--- src/psc_regs.svh ---
`ifndef PSC_REGS_SVH
`define PSC_REGS_SVH

// system clock
`define PSC_CLK_PERIOD_NS 8

// timing figures in their own units
`define PSC_T_POR_MIN_MS 12
`define PSC_T_STATUS_MIN_US 10
`define PSC_T_REL_MAX_US 100
`define PSC_T_UM_MIN_US 20
`define PSC_T_UM_MAX_US 40
`define PSC_SCLK_PERIOD_MAX_NS 10
`define PSC_CU_PERIODS 4
`define PSC_USR_PERIODS 299

// least times round up, longest times round down
`define PSC_CEIL_CYC(ns) (((ns) + `PSC_CLK_PERIOD_NS - 1) / `PSC_CLK_PERIOD_NS)
`define PSC_FLOOR_CYC(ns) ((ns) / `PSC_CLK_PERIOD_NS)

`define PSC_POR_CYC `PSC_CEIL_CYC(`PSC_T_POR_MIN_MS * 1000000)
`define PSC_STATUS_CYC `PSC_CEIL_CYC(`PSC_T_STATUS_MIN_US * 1000)
`define PSC_REL_MAX_CYC `PSC_FLOOR_CYC(`PSC_T_REL_MAX_US * 1000)
`define PSC_UM_CYC `PSC_CEIL_CYC(`PSC_T_UM_MIN_US * 1000)
`define PSC_UM_MAX_CYC `PSC_FLOOR_CYC(`PSC_T_UM_MAX_US * 1000)
`define PSC_CU_CYC `PSC_CEIL_CYC(`PSC_CU_PERIODS * `PSC_SCLK_PERIOD_MAX_NS)

// storage defaults
`define PSC_CFG_BITS 1024
`define PSC_WORD_W 8

`endif

--- src/psc_top_end_marker_unused.sv ---
`timescale 1ns/10ps

--- src/psc_pkg.sv ---
package psc_pkg;

	typedef enum logic [4:0] {
		PSC_POR = 5'h01,
		PSC_RST = 5'h02,
		PSC_CFG = 5'h04,
		PSC_INIT = 5'h08,
		PSC_USER = 5'h10
	} psc_state_e;

	// pins arriving from outside the clock domain
	typedef struct packed {
		logic req_n;
		logic sclk;
		logic sdata;
		logic uclk;
		logic status;
	} psc_pins_s;

	// one pad: value driven, enable low while driving
	typedef struct packed {
		logic dout;
		logic oe_n;
	} psc_od_s;

endpackage : psc_pkg

--- src/psc_cfg_mem.sv ---
`timescale 1ns/10ps

module psc_cfg_mem #(
	parameter int WIDTH = 8,
	parameter int DEPTH = 128
) (
	input wire logic sys_clk_i,
	input wire logic ce_i,
	input wire logic wr_en_i,
	input wire logic [$clog2(DEPTH)-1:0] wr_addr_i,
	input wire logic [WIDTH-1:0] wr_data_i,
	input wire logic [$clog2(DEPTH)-1:0] rd_addr_i,
	output logic [WIDTH-1:0] rd_data_o
);

	logic [WIDTH-1:0] mem_r [DEPTH];

	initial begin
		if (WIDTH < 1 || DEPTH < 2)
			$error("psc_cfg_mem: bad geometry");
	end

	// no reset on the array so it maps onto block ram
	always_ff @(posedge sys_clk_i) begin
		if (ce_i) begin
			if (wr_en_i)
				mem_r[wr_addr_i] <= wr_data_i;
			rd_data_o <= mem_r[rd_addr_i];
		end
	end

endmodule : psc_cfg_mem

--- src/psc_top.sv ---
`timescale 1ns/10ps
`include "psc_regs.svh"

// Contract
// - in user mode request, status, done sit high; request low restarts configuration.
// - after power-up status is held low for the whole power-on delay.
// - done stays low from power-up through the entire data transfer.
// - after configuration the data pin becomes user i/o per dual-purpose setting.
// - within 800 ns of request low, done and status go low.
// - status stays low at least 10 us during a reconfiguration reset.
// - status released within 100 us after request returns high.
// - internal start-up enters user mode 20 to 40 us after done high.
// - user start-up clock enabled four maximum serial-clock periods after done.
// - user mode follows 299 user start-up clock periods after enabling.
// - each data bit is captured on the serial clock rising edge.
// - a configuration error drives status low and resets the device.
module psc_top import psc_pkg::*; #(
	parameter int POR_CYC = `PSC_POR_CYC,
	parameter int CFG_BITS = `PSC_CFG_BITS,
	parameter int WORD_W = `PSC_WORD_W,
	parameter int TMR_W = 21
) (
	input wire logic sys_clk_i,
	input wire logic resetn_i,
	input wire logic ce_i,
	input wire psc_pins_s pins_i,
	input wire logic startup_usr_sel_i,
	input wire logic auto_restart_i,
	input wire logic dual_drive_i,
	input wire logic user_dout_i,
	input wire logic cfg_error_i,
	input wire logic [$clog2(CFG_BITS/WORD_W)-1:0] rd_addr_i,
	output psc_od_s status_pin_o,
	output psc_od_s done_pin_o,
	output psc_od_s sdata_pin_o,
	output logic user_mode_o,
	output logic usr_clk_en_o,
	output logic [WORD_W-1:0] rd_data_o
);

	localparam int DEPTH = CFG_BITS / WORD_W;
	localparam int BC_W = $clog2(CFG_BITS);
	localparam int WB = $clog2(WORD_W);
	localparam logic [TMR_W-1:0] POR_LAST = TMR_W'(POR_CYC - 1);
	localparam logic [TMR_W-1:0] STAT_LAST = TMR_W'(`PSC_STATUS_CYC);
	localparam logic [TMR_W-1:0] UM_LAST = TMR_W'(`PSC_UM_CYC - 1);
	localparam logic [TMR_W-1:0] CU_LAST = TMR_W'(`PSC_CU_CYC - 1);
	localparam logic [8:0] USR_LAST = 9'(`PSC_USR_PERIODS - 1);

	initial begin
		if (POR_CYC < 2 || POR_CYC >= 2 ** TMR_W || `PSC_UM_CYC >= 2 ** TMR_W)
			$error("psc_top: timer too narrow");
		if (WORD_W < 2 || CFG_BITS % WORD_W != 0 || 2 ** BC_W != CFG_BITS || 2 ** WB != WORD_W)
			$error("psc_top: sizes must be powers of two");
	end

	function automatic logic f_rise(input logic prev, input logic cur);
		return !prev && cur;
	endfunction : f_rise

	// synchronisers: s1 feeds only s2
	psc_pins_s s1_r, s2_r, pv_r;
	psc_pins_s s1_nxt, s2_nxt, pv_nxt;

	always_comb begin
		s1_nxt = pins_i;
		s2_nxt = s1_r;
		pv_nxt = s2_r;
	end

	always_ff @(posedge sys_clk_i or negedge resetn_i) begin
		if (!resetn_i) begin
			s1_r <= '{req_n: 1'b1, status: 1'b1, default: 1'b0};
			s2_r <= '{req_n: 1'b1, status: 1'b1, default: 1'b0};
			pv_r <= '{req_n: 1'b1, status: 1'b1, default: 1'b0};
		end else if (ce_i) begin
			s1_r <= s1_nxt;
			s2_r <= s2_nxt;
			pv_r <= pv_nxt;
		end
	end

	logic req_fell, sclk_rise, uclk_rise;
	assign req_fell = f_rise(!pv_r.req_n, !s2_r.req_n);
	assign sclk_rise = f_rise(pv_r.sclk, s2_r.sclk);
	assign uclk_rise = f_rise(pv_r.uclk, s2_r.uclk);

	// main sequencer
	psc_state_e st_r, st_nxt;
	logic [TMR_W-1:0] tmr_r, tmr_nxt;
	logic [BC_W-1:0] bcnt_r, bcnt_nxt;
	logic [WORD_W-1:0] shr_r, shr_nxt;
	logic [8:0] ucnt_r, ucnt_nxt;
	logic uen_r, uen_nxt;
	logic errh_r, errh_nxt;
	logic umode_r, umode_nxt;
	psc_od_s stat_r, stat_nxt, done_r, done_nxt, sdo_r, sdo_nxt;
	logic wr_en;

	always_comb begin
		st_nxt = st_r;
		tmr_nxt = tmr_r;
		bcnt_nxt = bcnt_r;
		shr_nxt = shr_r;
		ucnt_nxt = ucnt_r;
		uen_nxt = uen_r;
		errh_nxt = errh_r;
		wr_en = 1'b0;
		if (st_r != PSC_POR && req_fell) begin
			st_nxt = PSC_RST;
			tmr_nxt = '0;
			uen_nxt = 1'b0;
			errh_nxt = 1'b0;
		end else begin
			case (st_r)
				PSC_POR: begin
					if (tmr_r == POR_LAST) begin
						st_nxt = PSC_RST;
						tmr_nxt = '0;
					end else begin
						tmr_nxt = tmr_r + 1'b1;
					end
				end
				PSC_RST: begin
					// request low clears a held error so a fresh pulse restarts
					if (!s2_r.req_n)
						errh_nxt = 1'b0;
					if (tmr_r != STAT_LAST) begin
						tmr_nxt = tmr_r + 1'b1;
					end else if (s2_r.req_n && !errh_r) begin
						st_nxt = PSC_CFG;
						bcnt_nxt = '0;
					end
				end
				PSC_CFG: begin
					if (cfg_error_i) begin
						st_nxt = PSC_RST;
						tmr_nxt = '0;
						errh_nxt = !auto_restart_i;
					end else if (sclk_rise && s2_r.status) begin
						// first bit lands in the msb of its word
						shr_nxt = {shr_r[WORD_W-2:0], s2_r.sdata};
						bcnt_nxt = bcnt_r + 1'b1;
						wr_en = &bcnt_r[WB-1:0];
						if (bcnt_r == BC_W'(CFG_BITS - 1)) begin
							st_nxt = PSC_INIT;
							tmr_nxt = '0;
							ucnt_nxt = '0;
							uen_nxt = 1'b0;
						end
					end
				end
				PSC_INIT: begin
					if (!startup_usr_sel_i) begin
						if (tmr_r == UM_LAST)
							st_nxt = PSC_USER;
						else
							tmr_nxt = tmr_r + 1'b1;
					end else if (!uen_r) begin
						if (tmr_r == CU_LAST)
							uen_nxt = 1'b1;
						else
							tmr_nxt = tmr_r + 1'b1;
					end else if (uclk_rise) begin
						if (ucnt_r == USR_LAST)
							st_nxt = PSC_USER;
						else
							ucnt_nxt = ucnt_r + 1'b1;
					end
				end
				PSC_USER: begin
				end
				default: begin
					st_nxt = PSC_POR;
					tmr_nxt = '0;
				end
			endcase
		end
		// pads follow the next state so they line up with st_r
		stat_nxt = '{dout: 1'b0, oe_n: !(st_nxt == PSC_POR || st_nxt == PSC_RST)};
		done_nxt = '{dout: 1'b0, oe_n: (st_nxt == PSC_INIT || st_nxt == PSC_USER)};
		sdo_nxt = '{dout: user_dout_i, oe_n: !(st_nxt == PSC_USER && dual_drive_i)};
		umode_nxt = (st_nxt == PSC_USER);
	end

	always_ff @(posedge sys_clk_i or negedge resetn_i) begin
		if (!resetn_i) begin
			st_r <= PSC_POR;
			tmr_r <= '0;
			bcnt_r <= '0;
			shr_r <= '0;
			ucnt_r <= '0;
			uen_r <= 1'b0;
			errh_r <= 1'b0;
			umode_r <= 1'b0;
			stat_r <= '{dout: 1'b0, oe_n: 1'b0};
			done_r <= '{dout: 1'b0, oe_n: 1'b0};
			sdo_r <= '{dout: 1'b0, oe_n: 1'b1};
		end else if (ce_i) begin
			st_r <= st_nxt;
			tmr_r <= tmr_nxt;
			bcnt_r <= bcnt_nxt;
			shr_r <= shr_nxt;
			ucnt_r <= ucnt_nxt;
			uen_r <= uen_nxt;
			errh_r <= errh_nxt;
			umode_r <= umode_nxt;
			stat_r <= stat_nxt;
			done_r <= done_nxt;
			sdo_r <= sdo_nxt;
		end
	end

	psc_cfg_mem #(
		.WIDTH(WORD_W),
		.DEPTH(DEPTH)
	) u_mem (
		.sys_clk_i(sys_clk_i),
		.ce_i(ce_i),
		.wr_en_i(wr_en),
		.wr_addr_i(bcnt_r[BC_W-1:WB]),
		.wr_data_i(shr_nxt),
		.rd_addr_i(rd_addr_i),
		.rd_data_o(rd_data_o)
	);

	assign status_pin_o = stat_r;
	assign done_pin_o = done_r;
	assign sdata_pin_o = sdo_r;
	assign user_mode_o = umode_r;
	assign usr_clk_en_o = uen_r;

	// helper counters read only by the checks below
	localparam int STAT_MIN = `PSC_STATUS_CYC;
	localparam int REL_MAX = `PSC_REL_MAX_CYC;
	localparam int UM_MIN = `PSC_UM_CYC;
	localparam int UM_MAX = `PSC_UM_MAX_CYC;
	logic [15:0] lo_cnt_r, lo_cnt_nxt, rel_cnt_r, rel_cnt_nxt, dn_cnt_r, dn_cnt_nxt;

	always_comb begin
		lo_cnt_nxt = stat_r.oe_n ? 16'h0000 : lo_cnt_r + {15'h0000, ~&lo_cnt_r};
		// power-on delay is not a request release, so it is kept out of the bound
		rel_cnt_nxt = (!stat_r.oe_n && s2_r.req_n && !errh_r && st_r != PSC_POR)
			? rel_cnt_r + {15'h0000, ~&rel_cnt_r} : 16'h0000;
		dn_cnt_nxt = !done_r.oe_n ? 16'h0000 : dn_cnt_r + {15'h0000, ~&dn_cnt_r};
	end

	always_ff @(posedge sys_clk_i or negedge resetn_i) begin
		if (!resetn_i) begin
			lo_cnt_r <= 16'h0000;
			rel_cnt_r <= 16'h0000;
			dn_cnt_r <= 16'h0000;
		end else if (ce_i) begin
			lo_cnt_r <= lo_cnt_nxt;
			rel_cnt_r <= rel_cnt_nxt;
			dn_cnt_r <= dn_cnt_nxt;
		end
	end
endmodule : psc_top

--- config.mk ---
export PLATFORM = sky130hd
export DESIGN_NAME = psc_top
export DESIGN_NICKNAME = d
export VERILOG_FILES = /design/src/psc_top_end_marker_unused.sv /design/src/psc_pkg.sv /design/src/psc_cfg_mem.sv /design/src/psc_top.sv
export VERILOG_INCLUDE_DIRS = /design/src
export SDC_FILE = /design/constraint.sdc
export NUM_CORES = 1
export LEC_CHECK = 0
export BUFFER_PORTS_ARGS = -buffer_cell sky130_fd_sc_hd__buf_2
export CORE_MARGIN = 1.5
export CORE_UTILIZATION = 40
export DETAILED_ROUTE_END_ITERATION = 10
export SYNTH_ARGS = -nofsm -noshare
export SYNTH_HDL_FRONTEND = slang
export SYNTH_SLANG_ARGS = --single-unit
export TNS_END_PERCENT = 30
--- constraint.sdc ---
create_clock -name sys_clk_i -period 5.3 [get_ports sys_clk_i]
set_input_delay 1.59 -clock sys_clk_i [delete_from_list [all_inputs] [get_ports sys_clk_i]]
set_output_delay 1.59 -clock sys_clk_i [all_outputs]
set_load 0.02 [all_outputs]
==> results of run 1 <==
==> flip-flops by register name, indices dropped and copies added (netlist names) <==
name	count
u_mem.mem_r	1024
tmr_r	21
bcnt_r	10
ucnt_r	9
shr_r	8
u_mem.rd_data_o	8
pv_nxt	5
s1_r	5
st_r	5
pv_r	3
sdata_pin_o	2
done_pin_o	1
errh_r	1
status_pin_o	1
user_mode_o	1
usr_clk_en_o	1
==> metrics by stage <==
stage	hold WS (ns)	cells	util (%)	worst slack (ns)	cell area, sq um
after CTS	0.497	4125	45.7	1.32	50500
after floorplan	0.437	2437	-	1.59	44500
final	0.493	4127	45.7	1.13	50500
after detailed placement	0.490	3921	42.4	0.611	46800
after global placement	0.458	3921	42.4	0.675	46800
after global routing	0.514	4125	45.7	1.14	50500
==> worst register-to-register path: stages (launching register included) <==
cell and delay [ns]:
dfrtp_1 0.45, nor3_2 0.31, nand3_1 0.41, nor4_4 0.32, buf_4 0.26, and4_1 0.34, nand2_2 0.50, nor2_1 0.81
==> placed cells by master (no fill, tap or decap), types with 19 or more instances in the layout <==
cell type     n
a221oi_1     48
nor2_1      217
nand2b_1     31
buf_2        29
mux2i_1     128
nand2_1      62
mux4_2      208
a21oi_1      19
o22ai_1      42
nand3_1      36
nor3_1       27
o21ai_0      74
mux2_2       30
edfxtp_1   1032
clkinv_1     22
clkbuf_16   111
nor2b_1      22
dfrtp_1      66
inv_1        21
clkbuf_1     25
buf_4        94
==> where the power goes <==
group          internal (mW)  total, mW  switching, mW
Sequential              9.44       9.49         0.0500
Clock                   4.51       7.78           3.27
Combinational          0.252      0.678          0.426
==> final timing paths <==
kind | startpoint | to | slack [ns]
max reg2reg | st_r[1] | u_mem.mem_r[29][5] | 1.52
min in group asynchronous | resetn_i | tmr_r[3] | 1.05
min | s1_r[4] | pv_nxt[4] | 0.49
min reg2reg | s1_r[4] | pv_nxt[4] | 0.49
max in group asynchronous | resetn_i | bcnt_r[2] | 3.66
max | rd_addr_i[0] | u_mem.rd_data_o[6] | 1.13
==> logic make-up after synthesis <==
group                    after synthesis  share of synthesized area [%]
AO/OA/AOI/OAI                        292                           4.46
XOR/XNOR                               8                          0.157
adder cells (fa/ha/maj)                7                          0.197
buffers and inverters                163                           1.73
flip-flops                          1105                           73.7
multiplexers                         374                           14.4
other                                  1                        0.00842
AND/OR/NAND/NOR                      486                           5.33
==> cell type report <==
class | instances | area, sq um | share of cell area, %
sequential | 1105 | 32800 | 65.0
multi-input combinational | 1169 | 11000 | 21.7
clock buffer | 138 | 2900 | 5.74
tap | 1488 | 1860 | 3.69
timing repair buffer | 138 | 1130 | 2.24
clock inverter | 66 | 712 | 1.41
inverter | 21 | 78.8 | 0.156
antenna | 2 | 5.00 | 0.00992
==> routing by layer <==
layer  wire, microns  part of all wire [%]
met5              13                 0.012
met4            2380                   2.2
met3            7040                   6.4
met2           52800                    48
met1           46900                    43
==> results.ini, run 1 <==
[outcome]
outcome = finished, final reports clean

[timing]
period_share_pct = 78.7
tightest_slew_ns = 1.32
skew_ns = 0.0237
report.final.slew_viol_count = 0
setup_tns_ns = 0
setup_viol = 0
slew_headroom_pct = 12.0
max_freq_mhz = 240
rsz0062_at_grt = no
finalCriticalPeriod_ns = 4.17
hold_violations = 0

[detailed_routing]
vias = 23394
drcViolationCount = 0
ant_nets = 0
routed_wl_mm = 109
routedWlPerCell_microns = 26.4
viasPerCell = 5.67
drtPass1Iterations = 5
drt_iter0_drc = 2456

[floorplan]
design.die.area_sq_um = 113000
pin_count = 36
die_y_microns = 337
initial_core_util_pct = 40.3
fp-row-count = 122
die_x_microns = 337
coreArea_sq_um = 111000

[critical_path]
arrival_ns = 4.56
cp_top_family = compound AO/OA/AOI/OAI gates
start_kind = input port
slowest_stage = nor2b_1
cpPeakStageDelay_ns = 0.73
cp.required_ns = 5.69
path_depth = 9
worstPathCellList = buf_6, nor2b_1, buf_4, a221oi_1, o21ai_0, and2_1, nor3_1, o2111ai_1, o21ai_0
crit_fanout = 37
cp.buffers_inverters = 2
end_kind = flip-flop
critPathKind = in -> reg
crit_top_cell = o21ai_0
rr_worst_depth = 7

[global_route]
grt.overflow.total = 0
use_met1_pct = 27.1
met2_usage_pct = 31.5
grt_pass1_wl_mm = 162
grt_pass1_vias = 23736
grtUsageTotal_pct = 19.4
grt_start_max_net_pins = 99
use_met3_pct = 3.23
antenna_found_initial = 2
busiest_layer = met2

[clocking]
worstSkewPairLatency_ns = 0.69
clockBufferDepth = 3
cts_htree_levels = 3
cts_setup_buffers = 0
clkSlewWorstSetupHoldPaths_ns = 0.06
cts_buffers = 110
hold_buffers = 0
root_buffer = clkbuf_16
clkSinkCount = 1105
cts_tree = yes
cts_resized = 0

[synth]
yosys_warnings = 0
syn_avg_cell_area_sq_um = 18.3
async_flop_share_pct = 6.61
synthFlopType = edfxtp_1
synthCells = 2436
synthesis.area_sq_um = 44500
synth_top_area_cell = edfxtp_1
synth_common_cells = edfxtp_1, nor2_1, mux4_2
synth_edf_count = 1032
synth_top_area_share_pct = 69.6
ys_ff_latch = 1105
synth_area_leaders = edfxtp_1, mux4_2, dfrtp_1, mux2i_1, nor2_1
synth.distinct_cells = 66
synth_most_common_cell = edfxtp_1
yosysSeqAreaShare_pct = 73.7

[power_and_ir_drop]
power.leakage_nw = 17.0
vdd_drop_max_mv = 0.250
p_per_area_nw_per_um2 = 356
power_mw = 18.0

[run]
drv_cap = 0

[cells_and_area]
fill_cells = 9412
nNetsFinal = 2572
drive_gt1_share_pct = 21.5
area_delta_synth_final_pct = 13.4

[placement]
portBuffers = 33
finalWeightedCongestion = 0.881
hpwlAfterDp_mm = 69.5

[min_path]
hp-class = reg -> reg
holdPathStages = 2

Power figures use the tool's default switching activity.
==> run 2: changes to the inputs <==
==> constraint.sdc (replaced) <==
create_clock -name sys_clk_i -period 4.2 [get_ports sys_clk_i]
set_input_delay 1.26 -clock sys_clk_i [delete_from_list [all_inputs] [get_ports sys_clk_i]]
set_output_delay 1.26 -clock sys_clk_i [all_outputs]
set_load 0.02 [all_outputs]
==> run 2 against run 1 <==
Net effect: count of clock-buffer cells in the layout fell by 4; largest cell class unchanged; clock power rose by 28%; highest routed layer unchanged; largest power group unchanged; total power rose by 27%; die area did not move.
==> results.ini, run 2 (synthesis results as in run 1) <==
[global_route]
grt_start_max_net_pins = 76  ; was 99
grt_pass1_wl_mm = 160  ; was 162 mm
antenna_found_initial = 2  ; unchanged
grt.overflow.total = 0  ; unchanged
grt_pass1_vias = 23943  ; was 23.7k
grtUsageTotal_pct = 19.2  ; was 19.4%

[placement]
portBuffers = 33  ; unchanged
post_dp_cell_area_sq_um = 47800  ; was 46,800 sq um
hpwlAfterDp_mm = 69.7  ; was 69.5 mm
finalWeightedCongestion = 0.892  ; was 0.881

[cells_and_area]
diodes = 0  ; was 2
area_delta_synth_final_pct = 15.6  ; was 13.4%
fill_cells = 9279  ; was 9,412
largest_register_ffs = 1024  ; unchanged
regMostFlops = u_mem.mem_r  ; unchanged
stdcell_area_sq_um = 51500  ; was 50,500 sq um
drive_gt1_share_pct = 25.1  ; was 21.5%
most-common-layout-cells = edfxtp_1, nor2_1, mux4_2, buf_4, mux2i_1  ; was edfxtp_1, nor2_1, mux4_2, mux2i_1, clkbuf_16
nNetsFinal = 2682  ; was 2,572
reg.largest.list = u_mem.mem_r (1024), tmr_r (21), bcnt_r (10)  ; unchanged
mostFrequentLayoutCell = edfxtp_1  ; unchanged

[clocking]
cts_buffers = 111  ; was 110
cts_resized = 0  ; unchanged
worstSkewPairLatency_ns = 0.71  ; was 0.69 ns
cts_htree_levels = 3  ; unchanged
clkSlewWorstSetupHoldPaths_ns = 0.06  ; about the same
root_buffer = clkbuf_16  ; unchanged
clkSinkCount = 1105  ; unchanged
clockBufferDepth = 3  ; unchanged
cts_setup_buffers = 0  ; unchanged
cts_tree = yes  ; unchanged
hold_buffers = 0  ; unchanged

[timing]
tightest_slew_ns = 1.04  ; was 1.32 ns
report.final.slew_viol_count = 0  ; unchanged
hold_violations = 0  ; unchanged
period_share_pct = 78.8
rsz0062_at_grt = no  ; unchanged
max_freq_mhz = 302
skew_ns = 0.0361  ; was 0.0237 ns
setup_viol = 0  ; unchanged
setup_tns_ns = 0  ; unchanged
slew_headroom_pct = 30.4  ; was 12.0%
finalCriticalPeriod_ns = 3.31

[floorplan]
design.die.area_sq_um = 113000  ; unchanged
fp-row-count = 122  ; unchanged
die_x_microns = 337  ; unchanged
initial_core_util_pct = 40.3  ; unchanged
die_y_microns = 337  ; unchanged
coreArea_sq_um = 111000  ; unchanged
pin_count = 36  ; unchanged

[power_and_ir_drop]
vdd_drop_max_mv = 0.322  ; was 0.250 mV
power.leakage_nw = 17.7  ; was 17.0 nW
p_per_area_nw_per_um2 = 443  ; was 356 nW/um^2

[min_path]
holdPathStages = 1  ; was 2
hp-start = ucnt_r[8]  ; was s1_r[4]
hp-class = reg -> reg  ; unchanged
holdPathEnd = ucnt_r[8]  ; was pv_nxt[4]

[outcome]
outcome = finished, final reports clean  ; unchanged

[critical_path]
cp.required_ns = 4.63  ; was 5.69 ns
r2r_end = u_mem.mem_r[110][0]  ; was u_mem.mem_r[29][5]
rr_worst_depth = 6  ; was 7
critPathKind = in -> reg  ; unchanged
start_kind = input port  ; unchanged
r2r_slack_ns = 0.99  ; was 1.52 ns
arrival_ns = 3.74  ; was 4.56 ns
end_kind = flip-flop  ; unchanged
crit_fanout = 39  ; was 37
reg2reg_from = st_r[2]  ; was st_r[1]

[detailed_routing]
drcViolationCount = 0  ; unchanged
routedWlPerCell_microns = 25.5  ; was 26.4 microns
vias = 23625  ; was 23.4k
viasPerCell = 5.58  ; was 5.67
drtPass1Iterations = 6  ; was 5
drt_iter0_drc = 2392  ; was 2,456
routed_wl_mm = 108  ; was 109 mm
ant_nets = 0  ; unchanged

[run]
drv_cap = 0  ; unchanged

==> run 2: cell types whose count changed in the layout (fill, tap and decap cells not counted), moves of 2 or more <==
cell,change
buf_4,+102
buf_12,+7
clkinv_1,-7
clkbuf_1,-6
clkinv_2,+6
clkinv_4,+4
clkinvlp_4,+4
clkbuf_16,+2
diode_2,-2
==> run 2: final cells by class <==
type / instances / area [sq um] / share of cell area [%]
clock buffer: 134 / 2930 / 5.69
tap: 1488 / 1860 / 3.62
sequential: 1105 / 32800 / 63.8
timing repair buffer: 247 / 2030 / 3.95
multi-input combinational: 1169 / 11000 / 21.3
inverter: 21 / 78.8 / 0.153
clock inverter: 72 / 772 / 1.50
==> run 2: critical path: stages <==
cell and delay, ns:
buf_6 0.41, and2_2 0.53, buf_4 0.25, a221oi_1 0.09, o21ai_0 0.13, and2_1 0.25
nor3_1 0.08, o2111ai_1 0.45, o21ai_0 0.20
==> run 2: layer usage <==
metal	share of wire (%)	vias up	GRT usage, %
met1	41	12320	25.6
met3	6.2	186	3.07
met2	50	799	32.2
li1	-	10316	-
met4	3.0	4	6.44
met5	0.030	-	0
==> run 2: through the flow <==
step / instances / util [%] / setup slack, ns / total power, mW / hold slack [ns]
detailed placement: 4030 / 43.2 / 0.249 / 13.1 / 0.477
floorplan: 2437 / - / 0.824 / 12.8 / 0.437
global placement: 4030 / 43.2 / 0.296 / 13.1 / 0.457
finish: 4236 / 46.6 / 0.890 / 22.8 / 0.490
global route: 4236 / 46.6 / 0.780 / 23.5 / 0.519
CTS: 4236 / 46.6 / 1.02 / 23.0 / 0.485
==> run 2: worst max path at each step <==
stage,slack (ns),cells after the start,endpoint,from
finish,0.89,9,u_mem.rd_data_o[0],rd_addr_i[0]
global route,0.78,9,u_mem.rd_data_o[6],rd_addr_i[1]
CTS,1.02,9,u_mem.rd_data_o[0],rd_addr_i[0]
detailed placement,0.25,9,u_mem.rd_data_o[0],rd_addr_i[0]
global placement,0.30,9,u_mem.rd_data_o[0],rd_addr_i[0]
floorplan,0.82,3,u_mem.mem_r[0][0],cfg_error_i
==> run 2: where the power goes <==
group | switching [mW] | internal (mW) | total [mW]
Clock | 4.20 | 5.78 | 9.98
Combinational | 0.532 | 0.319 | 0.851
Sequential | 0.0631 | 11.9 | 12.0
Total | 4.80 | 18.0 | 22.8
